File: config.mk
export PLATFORM = sky130hd
export DESIGN_NAME = palette_border_color_path
export DESIGN_NICKNAME = d
export VERILOG_FILES = /design/src/common/color_path_pkg.sv /design/src/common/pixel_stream_if.sv /design/src/pixel_fifo.sv /design/src/palette_border_color_path.sv
export SDC_FILE = /design/constraint.sdc
export NUM_CORES = 1
export LEC_CHECK = 0
export BUFFER_PORTS_ARGS = -buffer_cell sky130_fd_sc_hd__buf_2
export CAP_MARGIN = 10
export CORE_MARGIN = 5
export CORE_UTILIZATION = 66
export CTS_BUF_LIST = sky130_fd_sc_hd__clkbuf_2 sky130_fd_sc_hd__clkbuf_4 sky130_fd_sc_hd__clkbuf_8
export DETAILED_ROUTE_END_ITERATION = 7
export GPL_ROUTABILITY_DRIVEN = 0
export PLACE_DENSITY = 0.9
export SETUP_SLACK_MARGIN = 0.2
export SLEW_MARGIN = 15
export SYNTH_ARGS = -nofsm -noshare
export SYNTH_HDL_FRONTEND = slang
export SYNTH_SLANG_ARGS = --single-unit
File: constraint.sdc
create_clock -name mclk -period 7.9 [get_ports mclk]
set_input_delay 0 -clock mclk [delete_from_list [all_inputs] [get_ports mclk]]
set_output_delay 0 -clock mclk [all_outputs]
set_load 0.1 [all_outputs]
File: src/common/color_path_pkg.sv
/*
 Shared constants and types for the pixel colour path.
 Assumes one pixel clock and four-bit colour codes (intensity, red,
 green, blue from bit 3 down).
*/
package color_path_pkg;
   localparam int CODE_W = 4;
   localparam int ENTRIES = 16;
   localparam int FIFO_DEPTH = 32;
   localparam int DE_DELAY = 3;
   localparam logic [3:0] CODE_ZERO = 4'h0;
   localparam logic [3:0] MASK_ALL = 4'hF;
   localparam logic [1:0] DE_DELAY_ZERO = 2'h0;
   typedef logic [CODE_W-1:0] code_t;
endpackage : color_path_pkg

File: src/common/pixel_stream_if.sv
/*
 Valid and ready carrier for pixel codes between the path stages.
 Assumes both ends run on the same pixel clock.
*/
`timescale 1ns/10ps
interface pixel_stream_if;
   logic valid;
   logic ready;
   logic [3:0] code;
   logic border;
   modport source (output valid, output code, output border, input ready);
   modport sink (input valid, input code, input border, output ready);
endinterface : pixel_stream_if

File: src/pixel_fifo.sv
/*
 Synchronous FIFO for pixel words with valid and ready on both sides.
 Assumes one clock; depth is a power of two.
*/
`timescale 1ns/10ps
module pixel_fifo #(
   parameter int WIDTH = 5,
   parameter int DEPTH = 32
) (
   input wire logic mclk,
   input wire logic nrst,
   input wire logic in_valid,
   output logic in_ready,
   input wire logic [WIDTH-1:0] in_data,
   output logic out_valid,
   input wire logic out_ready,
   output logic [WIDTH-1:0] out_data
);
   localparam int AW = $clog2(DEPTH);
   typedef struct packed {
      logic [AW:0] wr;
      logic [AW:0] rd;
      logic room;
   } fifo_s;
   fifo_s st;
   fifo_s next_st;
   logic [WIDTH-1:0] mem [DEPTH];
   logic do_wr;
   logic do_rd;

   // Ready is a stored flag so the top sees it straight from a flop
   assign in_ready = st.room;
   assign out_valid = (st.wr != st.rd);
   assign out_data = mem[st.rd[AW-1:0]];
   assign do_wr = in_valid && in_ready;
   assign do_rd = out_valid && out_ready;

   // Pointer updates
   always_comb begin
      next_st = st;
      if (do_wr) begin
         next_st.wr = st.wr + 1'b1;
      end
      if (do_rd) begin
         next_st.rd = st.rd + 1'b1;
      end
      // Full when pointers differ only in wrap bit
      next_st.room = !((next_st.wr[AW] != next_st.rd[AW])
                       && (next_st.wr[AW-1:0] == next_st.rd[AW-1:0]));
   end

   always_ff @(posedge mclk or negedge nrst) begin
      if (!nrst) begin
         st <= '{wr: '0, rd: '0, room: 1'b1};
      end else begin
         st <= next_st;
      end
   end

   // Storage write
   always_ff @(posedge mclk) begin
      if (do_wr) begin
         mem[st.wr[AW-1:0]] <= in_data;
      end
   end
endmodule : pixel_fifo

File: src/palette_border_color_path.sv
/*
 Final colour stage: pre-palette latch, index selector, 16-entry
 palette, pixel FIFO, post-palette register and edge colour selector.
 Assumes pixel inputs come from logic on mclk; the display sink may
 stall through out_ready, which back-pressures pix_ready.
 Assumes the host loads the palette after reset, since every entry
 resets to zero and the screen stays black until then.
*/
`timescale 1ns/10ps
module palette_border_color_path
   import color_path_pkg::*;
(
   input wire logic mclk,
   input wire logic nrst,
   input wire logic pix_valid,
   output logic pix_ready,
   input wire color_path_pkg::code_t pix_code,
   input wire color_path_pkg::code_t compat_select,
   input wire logic compat_select_en,
   input wire logic display_enable,
   input wire logic blanking,
   input wire logic extended_display_modes,
   input wire color_path_pkg::code_t pixel_mask,
   input wire logic index_from_address,
   input wire color_path_pkg::code_t palette_address,
   input wire logic palette_write,
   input wire color_path_pkg::code_t palette_data,
   input wire color_path_pkg::code_t border_colour,
   input wire logic border_colour_load,
   output color_path_pkg::code_t rgbi_out,
   output logic rgbi_valid,
   input wire logic out_ready
);
   import color_path_pkg::*;

   // Stage registers: pre latch, border delay pipe, post register,
   // border colour latch and output register, all in one struct
   typedef struct packed {
      code_t pre;
      logic pre_valid;
      logic [DE_DELAY-1:0] border_pipe;
      code_t post;
      logic post_border;
      logic post_valid;
      code_t edge_latch;
      code_t out;
      logic out_valid;
   } path_s;

   path_s st;
   path_s next_st;
   // Palette storage, one colour code per entry
   code_t palette [ENTRIES];
   code_t index;
   code_t looked_up;
   logic advance;
   logic border_now;
   // Carriers into and out of the FIFO; border flag rides with each code
   pixel_stream_if fq ();
   pixel_stream_if fo ();
   // FIFO read word, split into flag and code below
   logic [CODE_W:0] fifo_out;

   // Flow control: the pre latch moves only when the FIFO has room.
   // The FIFO ready comes from a register inside it, so pix_ready
   // is a flop output and no loop runs through the sink.
   // Pipeline advances only when FIFO accepts
   assign advance = fq.ready;
   assign pix_ready = advance;
   // Border: display disabled but not blanking
   // Sampled every advance so it keeps step with the pixel codes
   assign border_now = !display_enable && !blanking;

   // Index selector. The address path lets software show any entry
   // on screen; the mask clears chosen code bits. Clearing bits with
   // an AND keeps the selector a single level of logic.
   always_comb begin
      if (index_from_address) begin
         index = palette_address;
      end else begin
         index = st.pre & pixel_mask;
      end
   end

   // Write bypass so a same-cycle write is seen at once
   // Without it the pixel in the lookup cycle shows the old colour
   always_comb begin
      if (palette_write && (palette_address == index)) begin
         looked_up = palette_data;
      end else begin
         looked_up = palette[index];
      end
   end

   // Palette storage written at the address register
   // Entries clear on reset; the host loads the mapping it wants
   always_ff @(posedge mclk or negedge nrst) begin
      if (!nrst) begin
         for (int i = 0; i < ENTRIES; i++) begin
            palette[i] <= CODE_ZERO;
         end
      end else if (palette_write) begin
         palette[palette_address] <= palette_data;
      end
   end

   // FIFO entry: looked-up colour plus border flag sampled two advances before that pixel's code.
   // Palette read happens here; the bypass puts a same-cycle write into this entry.
   // Border flag is the oldest pipe bit, so every pipe bit is used.
   assign fq.valid = st.pre_valid;
   assign fq.code = looked_up;
   assign fq.border = st.border_pipe[DE_DELAY-1];

   pixel_fifo #(
      .WIDTH(CODE_W + 1),
      .DEPTH(FIFO_DEPTH)
   ) u_fifo (
      .mclk(mclk),
      .nrst(nrst),
      .in_valid(fq.valid),
      .in_ready(fq.ready),
      .in_data({fq.border, fq.code}),
      .out_valid(fo.valid),
      .out_ready(fo.ready),
      .out_data(fifo_out)
   );

   // Split FIFO word back into border flag and colour
   assign fo.border = fifo_out[CODE_W];
   assign fo.code = fifo_out[CODE_W-1:0];

   // Drain FIFO when post stage empty or moving on
   // Output stage load terms plus an empty post stage, so a held post is never overwritten
   assign fo.ready = !st.post_valid || !st.out_valid || out_ready;

   // Stage updates
   always_comb begin
      next_st = st;
      // Border colour latch, loaded by its strobe
      if (border_colour_load) begin
         next_st.edge_latch = border_colour;
      end
      // Pre latch and border pipe move only when the FIFO has room
      if (advance) begin
         // Merge compatibility select and latch
         next_st.pre_valid = pix_valid;
         next_st.border_pipe = {st.border_pipe[DE_DELAY-2:0], border_now};
         if (compat_select_en && border_now) begin
            next_st.pre = compat_select;
         end else begin
            next_st.pre = pix_code;
         end
      end
      // Output stage loads when empty or when the sink takes
      if (!st.out_valid || out_ready) begin
         next_st.out_valid = st.post_valid;
         if (st.post_border && extended_display_modes) begin
            next_st.out = st.edge_latch;
         end else begin
            next_st.out = st.post;
         end
         // Post register empties; refilled below if the FIFO hands over
         next_st.post_valid = 1'b0;
      end
      // FIFO hand-over into the post register wins over emptying
      if (fo.valid && fo.ready) begin
         // Post-palette register
         next_st.post = fo.code;
         next_st.post_border = fo.border;
         next_st.post_valid = 1'b1;
      end
   end

   // All stage registers clear together; rgbi_out and rgbi_valid read zero in reset
   always_ff @(posedge mclk or negedge nrst) begin
      if (!nrst) begin
         st <= '0;
      end else begin
         st <= next_st;
      end
   end

   // Outputs straight from the output stage registers
   assign rgbi_out = st.out;
   assign rgbi_valid = st.out_valid;
endmodule : palette_border_color_path

Word-level counts from Yosys, hierarchy flattened
Memories as Yosys holds them, arrays and structs flattened. A register that Yosys moved wholly into a read port is not among the register bits.
Cells that the tools add are included.
{"block": "op_classes", "add_sub_neg": 2, "n_lt_le_gt_ge": 3, "eq_ne": 4, "muxes": 16, "bitwise_logic": 3, "reduce_logical": 18}
{"operator": "64-bit bitwise mux", "count": 1}
{"operator": "4-bit two-way mux", "count": 7}
{"operator": "4-bit binary-select mux with 4-bit select", "count": 1}
{"operator": "4-bit demux with 4-bit select", "count": 1}
{"operator": "6-bit by 1-bit adder with 6-bit output (second input constant)", "count": 2}
{"operator": "6-bit two-way mux", "count": 2}
{"operator": "5-bit >= comparator (second input constant)", "count": 2}
{"operator": "4-bit inverter with 5-bit output", "count": 2}
{"operator": "1-bit logical AND", "count": 8}
{"operator": "1-bit zero test", "count": 6}
{"operator": "6-bit inequality test", "count": 1}
{"operator": "5-bit equality test", "count": 1}
{"operator": "5-bit by 1-bit less-than comparator with 1-bit output (second input constant)", "count": 1}
{"operator": "4-bit AND", "count": 1}
{"operator": "4-bit equality test", "count": 1}
{"operator": "1-bit two-way mux", "count": 4}
{"operator": "1-bit logical OR", "count": 3}
{"operator": "2-bit nonzero test", "count": 1}
{"operator": "1-bit inequality test", "count": 1}
{"block": "totals", "regBits": 95, "ram_bits": 160, "in_bits": 35, "out_inout_bits": 6, "wordCells": 73, "mem_count": 1}
{"name": "u_fifo.mem", "depth": 32, "word_bits": 5, "read_ports": 1, "rd_clocked_by_memory_dff": 1, "wr": 1, "line": "pixel_fifo.sv:27", "text": "logic [WIDTH-1:0] mem [DEPTH];"}

Depth between registers and ports, before layout
{"block": "depth", "word_depth": 8, "mapped_depth": 8, "depth_no_buf": 7}

Cells and area by module
Synthesis repeated with hierarchy kept, for this count alone.
{"block": "hier_totals", "hier_cells": 720, "area_unflattened_um2": 11424.7}
{"mod": "pixel_fifo", "instances": 1, "cells_per_inst": 373, "area_each_um2": 7171.9, "seq_area_each_um2": 5131.2}
{"mod": "palette_border_color_path", "instances": 1, "cells_per_inst": 347, "area_each_um2": 4252.8, "seq_area_each_um2": 2177.1}

Worst setup path before layout
No wires, ideal clock.
{"block": "synth_timing", "path_type": "register -> register", "startpoint": "register st[20] in the netlist's numbering", "endpoint": "memory u_fifo.mem[0][0] (data pin)", "setup_time_ns": 0.396, "arrival_ns": 2.275, "required_time_ns": 7.504, "slack_ns": 5.229, "stages_incl_launch_ff": 7, "path_buffers": 1, "period_less_slack_ns": 2.671, "path_cell_list": "dfrtp_1 > nand3b_1 > nand2_1 > clkbuf_1 > mux4_2 > nand3_1 > a32oi_1"}
{"block": "synth_via", "elab_chain_len": 7, "word_cells_on_any_way": 9, "cone_classes": "1 x eq/ne; 5 x mux; 2 x bitwise; 1 x reduce/logical"}
{"item": "from (decl)", "line": "palette_border_color_path.sv:50", "text": "path_s st;"}
{"item": "from (signal assigned)", "line": "palette_border_color_path.sv:179", "text": "st <= next_st;"}
{"item": "4-bit AND *", "line": "palette_border_color_path.sv:81", "text": "index = st.pre & pixel_mask;"}
{"item": "4-bit two-way mux *", "line": "palette_border_color_path.sv:78", "text": "if (index_from_address) begin"}
{"item": "4-bit inverter with 5-bit output (not written as such)", "line": "palette_border_color_path.sv:91", "text": "looked_up = palette[index];"}
{"item": "4-bit binary-select mux with 4-bit select", "line": "palette_border_color_path.sv:91"}
{"item": "4-bit two-way mux (not written as such) (2 in a row)", "line": "palette_border_color_path.sv:91"}
{"item": "4-bit two-way mux *", "line": "palette_border_color_path.sv:88", "text": "if (palette_write && (palette_address == index)) begin"}
{"item": "named net fq.code[0]", "line": "pixel_stream_if.sv:9", "text": "logic [3:0] code;"}
{"item": "to (decl)", "line": "pixel_fifo.sv:27"}
The timed path passes the listed nets; every way through them passes the cells marked *. The select of a mux whose other input is x is not followed.

Worst setup path in the final report
{"block": "layout_timing", "startpoint": "register st[20] in the netlist's numbering", "endpoint": "memory u_fifo.mem[21][3] (data pin)"}
The elaborated chain is that of the path after synthesis.

==> Implementation_results.wiki <==
{| class="wikitable"
! Metric !! Value
|-
| Clock latency reported for the late side of the worst-skew pair || 0.56 ns
|-
| WS Path Type || flip-flop to flip-flop
|-
| Final Critical Period || 3.31 ns
|-
| Via count || 6889
|-
| Number of placement rows || 47
|-
| Wire length of the first global-routing pass || 42700 um
|-
| Dpl hpwl || 16000 um
|-
| CP startpoint kind || flip-flop
|-
| Non-Filler Instances || 1035
|-
| # H-tree levels || 2
|-
| Die boundary width || 140 um
|-
| Number of buffers created by CTS || 40
|-
| Grt total ovfl || 0
|-
| Syn_nets || 751
|-
| Total global-route track usage || 0.285
|-
| Status || finished clean
|-
| Worst max-slew margin expressed relative to the limit || 0.242
|-
| Antenna Cells || 0
|-
| Number of enable-type register cells in the synthesized netlist || 160
|-
| Most frequent cell after synthesis || sky130_fd_sc_hd__edfxtp_1
|-
| RSZ-0062 raised after global routing || no
|-
| Post-Route WL || 27000 um
|-
| Max-cap viol count || 0
|-
| Leading area contributor after synthesis || sky130_fd_sc_hd__edfxtp_1
|-
| Xor-xnor portion of the synthesized cell area || 0.0188
|-
| Clock skew after layout || 0.0390 ns
|-
| CP Max Fanout || 32
|-
| Flop and latch count out of synthesis || 260
|-
| Post-route antenna net violation count || 0
|-
| Main combinational cell family by area after synthesis || multiplexers
|-
| Critical path arrival || 3.50 ns
|-
| Sequential area share after synthesis || 0.653
|-
| Required time reported for the critical path endpoint || 8.09 ns
|-
| Cell area reported after detailed placement || 11500 um2
|-
| Ranking of synthesized cells by instance count || sky130_fd_sc_hd__edfxtp_1 (160), sky130_fd_sc_hd__dfrtp_1 (99), sky130_fd_sc_hd__nand2_1 (59), sky130_fd_sc_hd__mux2_2 (57)
|-
| Starting Density || 0.675
|-
| Overall die height || 140 um
|-
| Gate count of the mapped netlist || 711
|-
| Post-synthesis instance area || 11200 um2
|-
| Number of sinks handled by clock tree synthesis || 260
|-
| YS warnings || 0
|-
| Kind of capture point of the worst setup path || flip-flop
|-
| Via density || 6.66
|-
| Post-CTS Hold Buffers || 31
|-
| Post-Synthesis Mean Instance Area || 15.7 um2
|-
| Floorplan die area || 19700 um2
|-
| Max IR drop VDD || 429 uV
|-
| Static Leakage || 4.69 nW
|-
| Max Buffers Root-to-Sink || 3
|-
| Compound-Gate Fraction of Synth Area || 0.0387
|-
| Cell at the root of the clock tree || sky130_fd_sc_hd__clkbuf_8
|-
| DR pass1 iterations || 5
|-
| Total instance count after detailed placement || 931
|-
| Count of endpoints failing hold in the final timing report || 0
|-
| WL/cell || 26.0 um
|-
| Number of antenna violations at the first check in global routing || 0
|-
| Number of setup buffers added after CTS || 0
|-
| Clock Pin Slew Worst Setup and Hold Paths || 0.07 ns
|-
| Count of port buffers added during placement || 40
|-
| Number of instances resized during post-cts repair || 0
|-
| Top area cells in the synthesized netlist || sky130_fd_sc_hd__edfxtp_1 (43%), sky130_fd_sc_hd__dfrtp_1 (22%), sky130_fd_sc_hd__mux4_2 (11%), sky130_fd_sc_hd__mux2_2 (5.7%), sky130_fd_sc_hd__nand2_1 (2.0%)
|-
| Post-Synth Adder-Cell Area || 0.00559
|-
| Netlist cell types || 49
|-
| Nets@finish || 824
|-
| Hold Crit Class || input port to async pin
|-
| Top flip-flop cell by instance count after synthesis || sky130_fd_sc_hd__edfxtp_1
|-
| Largest net degree at the start of global routing || 58
|-
| Aggregate negative setup slack || 0 ns
|-
| Pins Over Slew Limit || 0
|-
| Worst Tran Pin Value || 1.14 ns
|-
| Share of the synthesized area in the top cell type || 0.429
|-
| Clock tree from TritonCTS || done
|-
| Pwr dens || 340 nW/um2
|-
| Area of the core || 16600 um2
|-
| Cell depth of the worst flop-to-flop path || 6
|-
| Layout cells sized above 1 || 0.288
|-
| Area share of and/or/nand/nor cells after synthesis || 0.0660
|-
| Mux cell area share after synthesis || 0.196
|-
| Final cell area excluding filler cells || 12600 um2
|-
| Number of global-route vias before repair || 7247
|-
| Maximum frequency from static timing analysis || 0.302 GHz
|-
| Count of pins on the block boundary || 41
|-
| Count of unresolved DRC violations after routing || 0
|-
| Area growth from synthesis to layout || 12.8%
|-
| Asr flop ratio synth || 0.385
|-
| Crit share post-route || 0.419
|-
| Final-report setup violation count || 0
|-
| Count of routing violations after the opening detailed-route iteration || 816
|}
state kept, by name, summed over array words and instances (netlist names):
signal / count
u_fifo.st: 12
fq.valid: 1
rgbi_valid: 1
u_fifo.in_ready: 1
palette: 64
rgbi_out: 4
fq.border: 1
st: 16
u_fifo.mem: 160
final timing paths:
path | startpoint | end | slack, ns
setup / recovery | st[20]$_DFFE_PN0P_ | u_fifo.mem[21][3]$_DFFE_PP_ | 4.59
hold / removal | nrst | palette[50]$_DFFE_PN0P_ | 0.02
setup reg to reg | st[20]$_DFFE_PN0P_ | u_fifo.mem[21][3]$_DFFE_PP_ | 4.59
hold reg to reg | palette[31]$_DFFE_PN0P_ | palette[31]$_DFFE_PN0P_ | 0.49
max in group asynchronous | nrst | u_fifo.st[1]$_DFF_PN0_ | 6.81
min in group mclk | palette_address[2] | palette[52]$_DFFE_PN0P_ | 0.05
worst max-delay path, stage by stage (launching register included):
cell and delay (ns):
sky130_fd_sc_hd__dfrtp_1 0.37, sky130_fd_sc_hd__nand3b_1 0.10, sky130_fd_sc_hd__nand2_1 0.71, sky130_fd_sc_hd__mux4_2 0.42, sky130_fd_sc_hd__a22o_1 0.25, sky130_fd_sc_hd__a2111oi_0 0.77, sky130_fd_sc_hd__a21oi_4 0.30
power breakdown:
| part | internal (mW) | switching [mW] |
|---|---|---|
| clock | 0.567 | 0.530 |
| combinational | 0.545 | 0.784 |
| sequential | 1.70 | 0.169 |
| total | 2.81 | 1.48 |
placed cells by master, fill, tap and decap left out, types with 7 or more instances in the layout:
cell / instances
sky130_fd_sc_hd__edfxtp_1: 160
sky130_fd_sc_hd__dfrtp_1: 98
sky130_fd_sc_hd__nand2_1: 59
sky130_fd_sc_hd__mux2_2: 57
sky130_fd_sc_hd__nor2_1: 55
sky130_fd_sc_hd__mux4_2: 55
sky130_fd_sc_hd__clkbuf_8: 42
sky130_fd_sc_hd__buf_2: 39
sky130_fd_sc_hd__dlygate4sd3_1: 31
sky130_fd_sc_hd__mux2i_1: 21
sky130_fd_sc_hd__xnor2_1: 19
sky130_fd_sc_hd__a21oi_1: 15
sky130_fd_sc_hd__o21ai_0: 14
sky130_fd_sc_hd__o21ai_1: 11
sky130_fd_sc_hd__clkinv_2: 11
sky130_fd_sc_hd__a22oi_1: 9
sky130_fd_sc_hd__mux2_1: 9
sky130_fd_sc_hd__clkinv_1: 8
sky130_fd_sc_hd__inv_1: 7
sky130_fd_sc_hd__clkbuf_4: 7
per-stage QoR:
stage	worst slack [ns]	util	power (mW)	hold slack, ns
floorplan	5.23	-	2.79	-0.296
global placement	4.92	0.694	3.02	0.0677
detailed placement	4.68	0.694	3.13	0.0786
CTS	4.63	0.759	4.22	0.0145
global route	4.54	0.761	4.46	0.0825
finish	4.59	0.761	4.29	0.0241
routing by layer:
layer | global-route usage | part of all wire | wire length (um) | up-vias
li1 | - | - | - | 2841
met1 | 0.353 | 0.36 | 9600 | 3481
met2 | 0.487 | 0.51 | 13800 | 452
met3 | 0.0542 | 0.078 | 2100 | 115
met4 | 0.140 | 0.054 | 1470 | 0
met5 | 0 | 0 | 0 | -
area by class of cell:
| cell class | count | area (um2) |
|---|---|---|
| clock buffer | 49 | 631 |
| inverter | 7 | 26.3 |
| timing repair buffer | 76 | 551 |
| clock inverter | 24 | 148 |
| multi-input combinational | 399 | 3680 |
| sequential | 260 | 7310 |
| tap | 220 | 275 |
| fill | 854 | 3970 |
logic make-up after synthesis:
group / Yosys count
xor gates and xnor gates: 24
DFF: 260
muxes: 142
adders and majority gates: 5
buffers and inverters: 52
and+or+nand+nor: 159
AOI/OAI and AO/OA: 69
(Power assumes the default switching activity.)
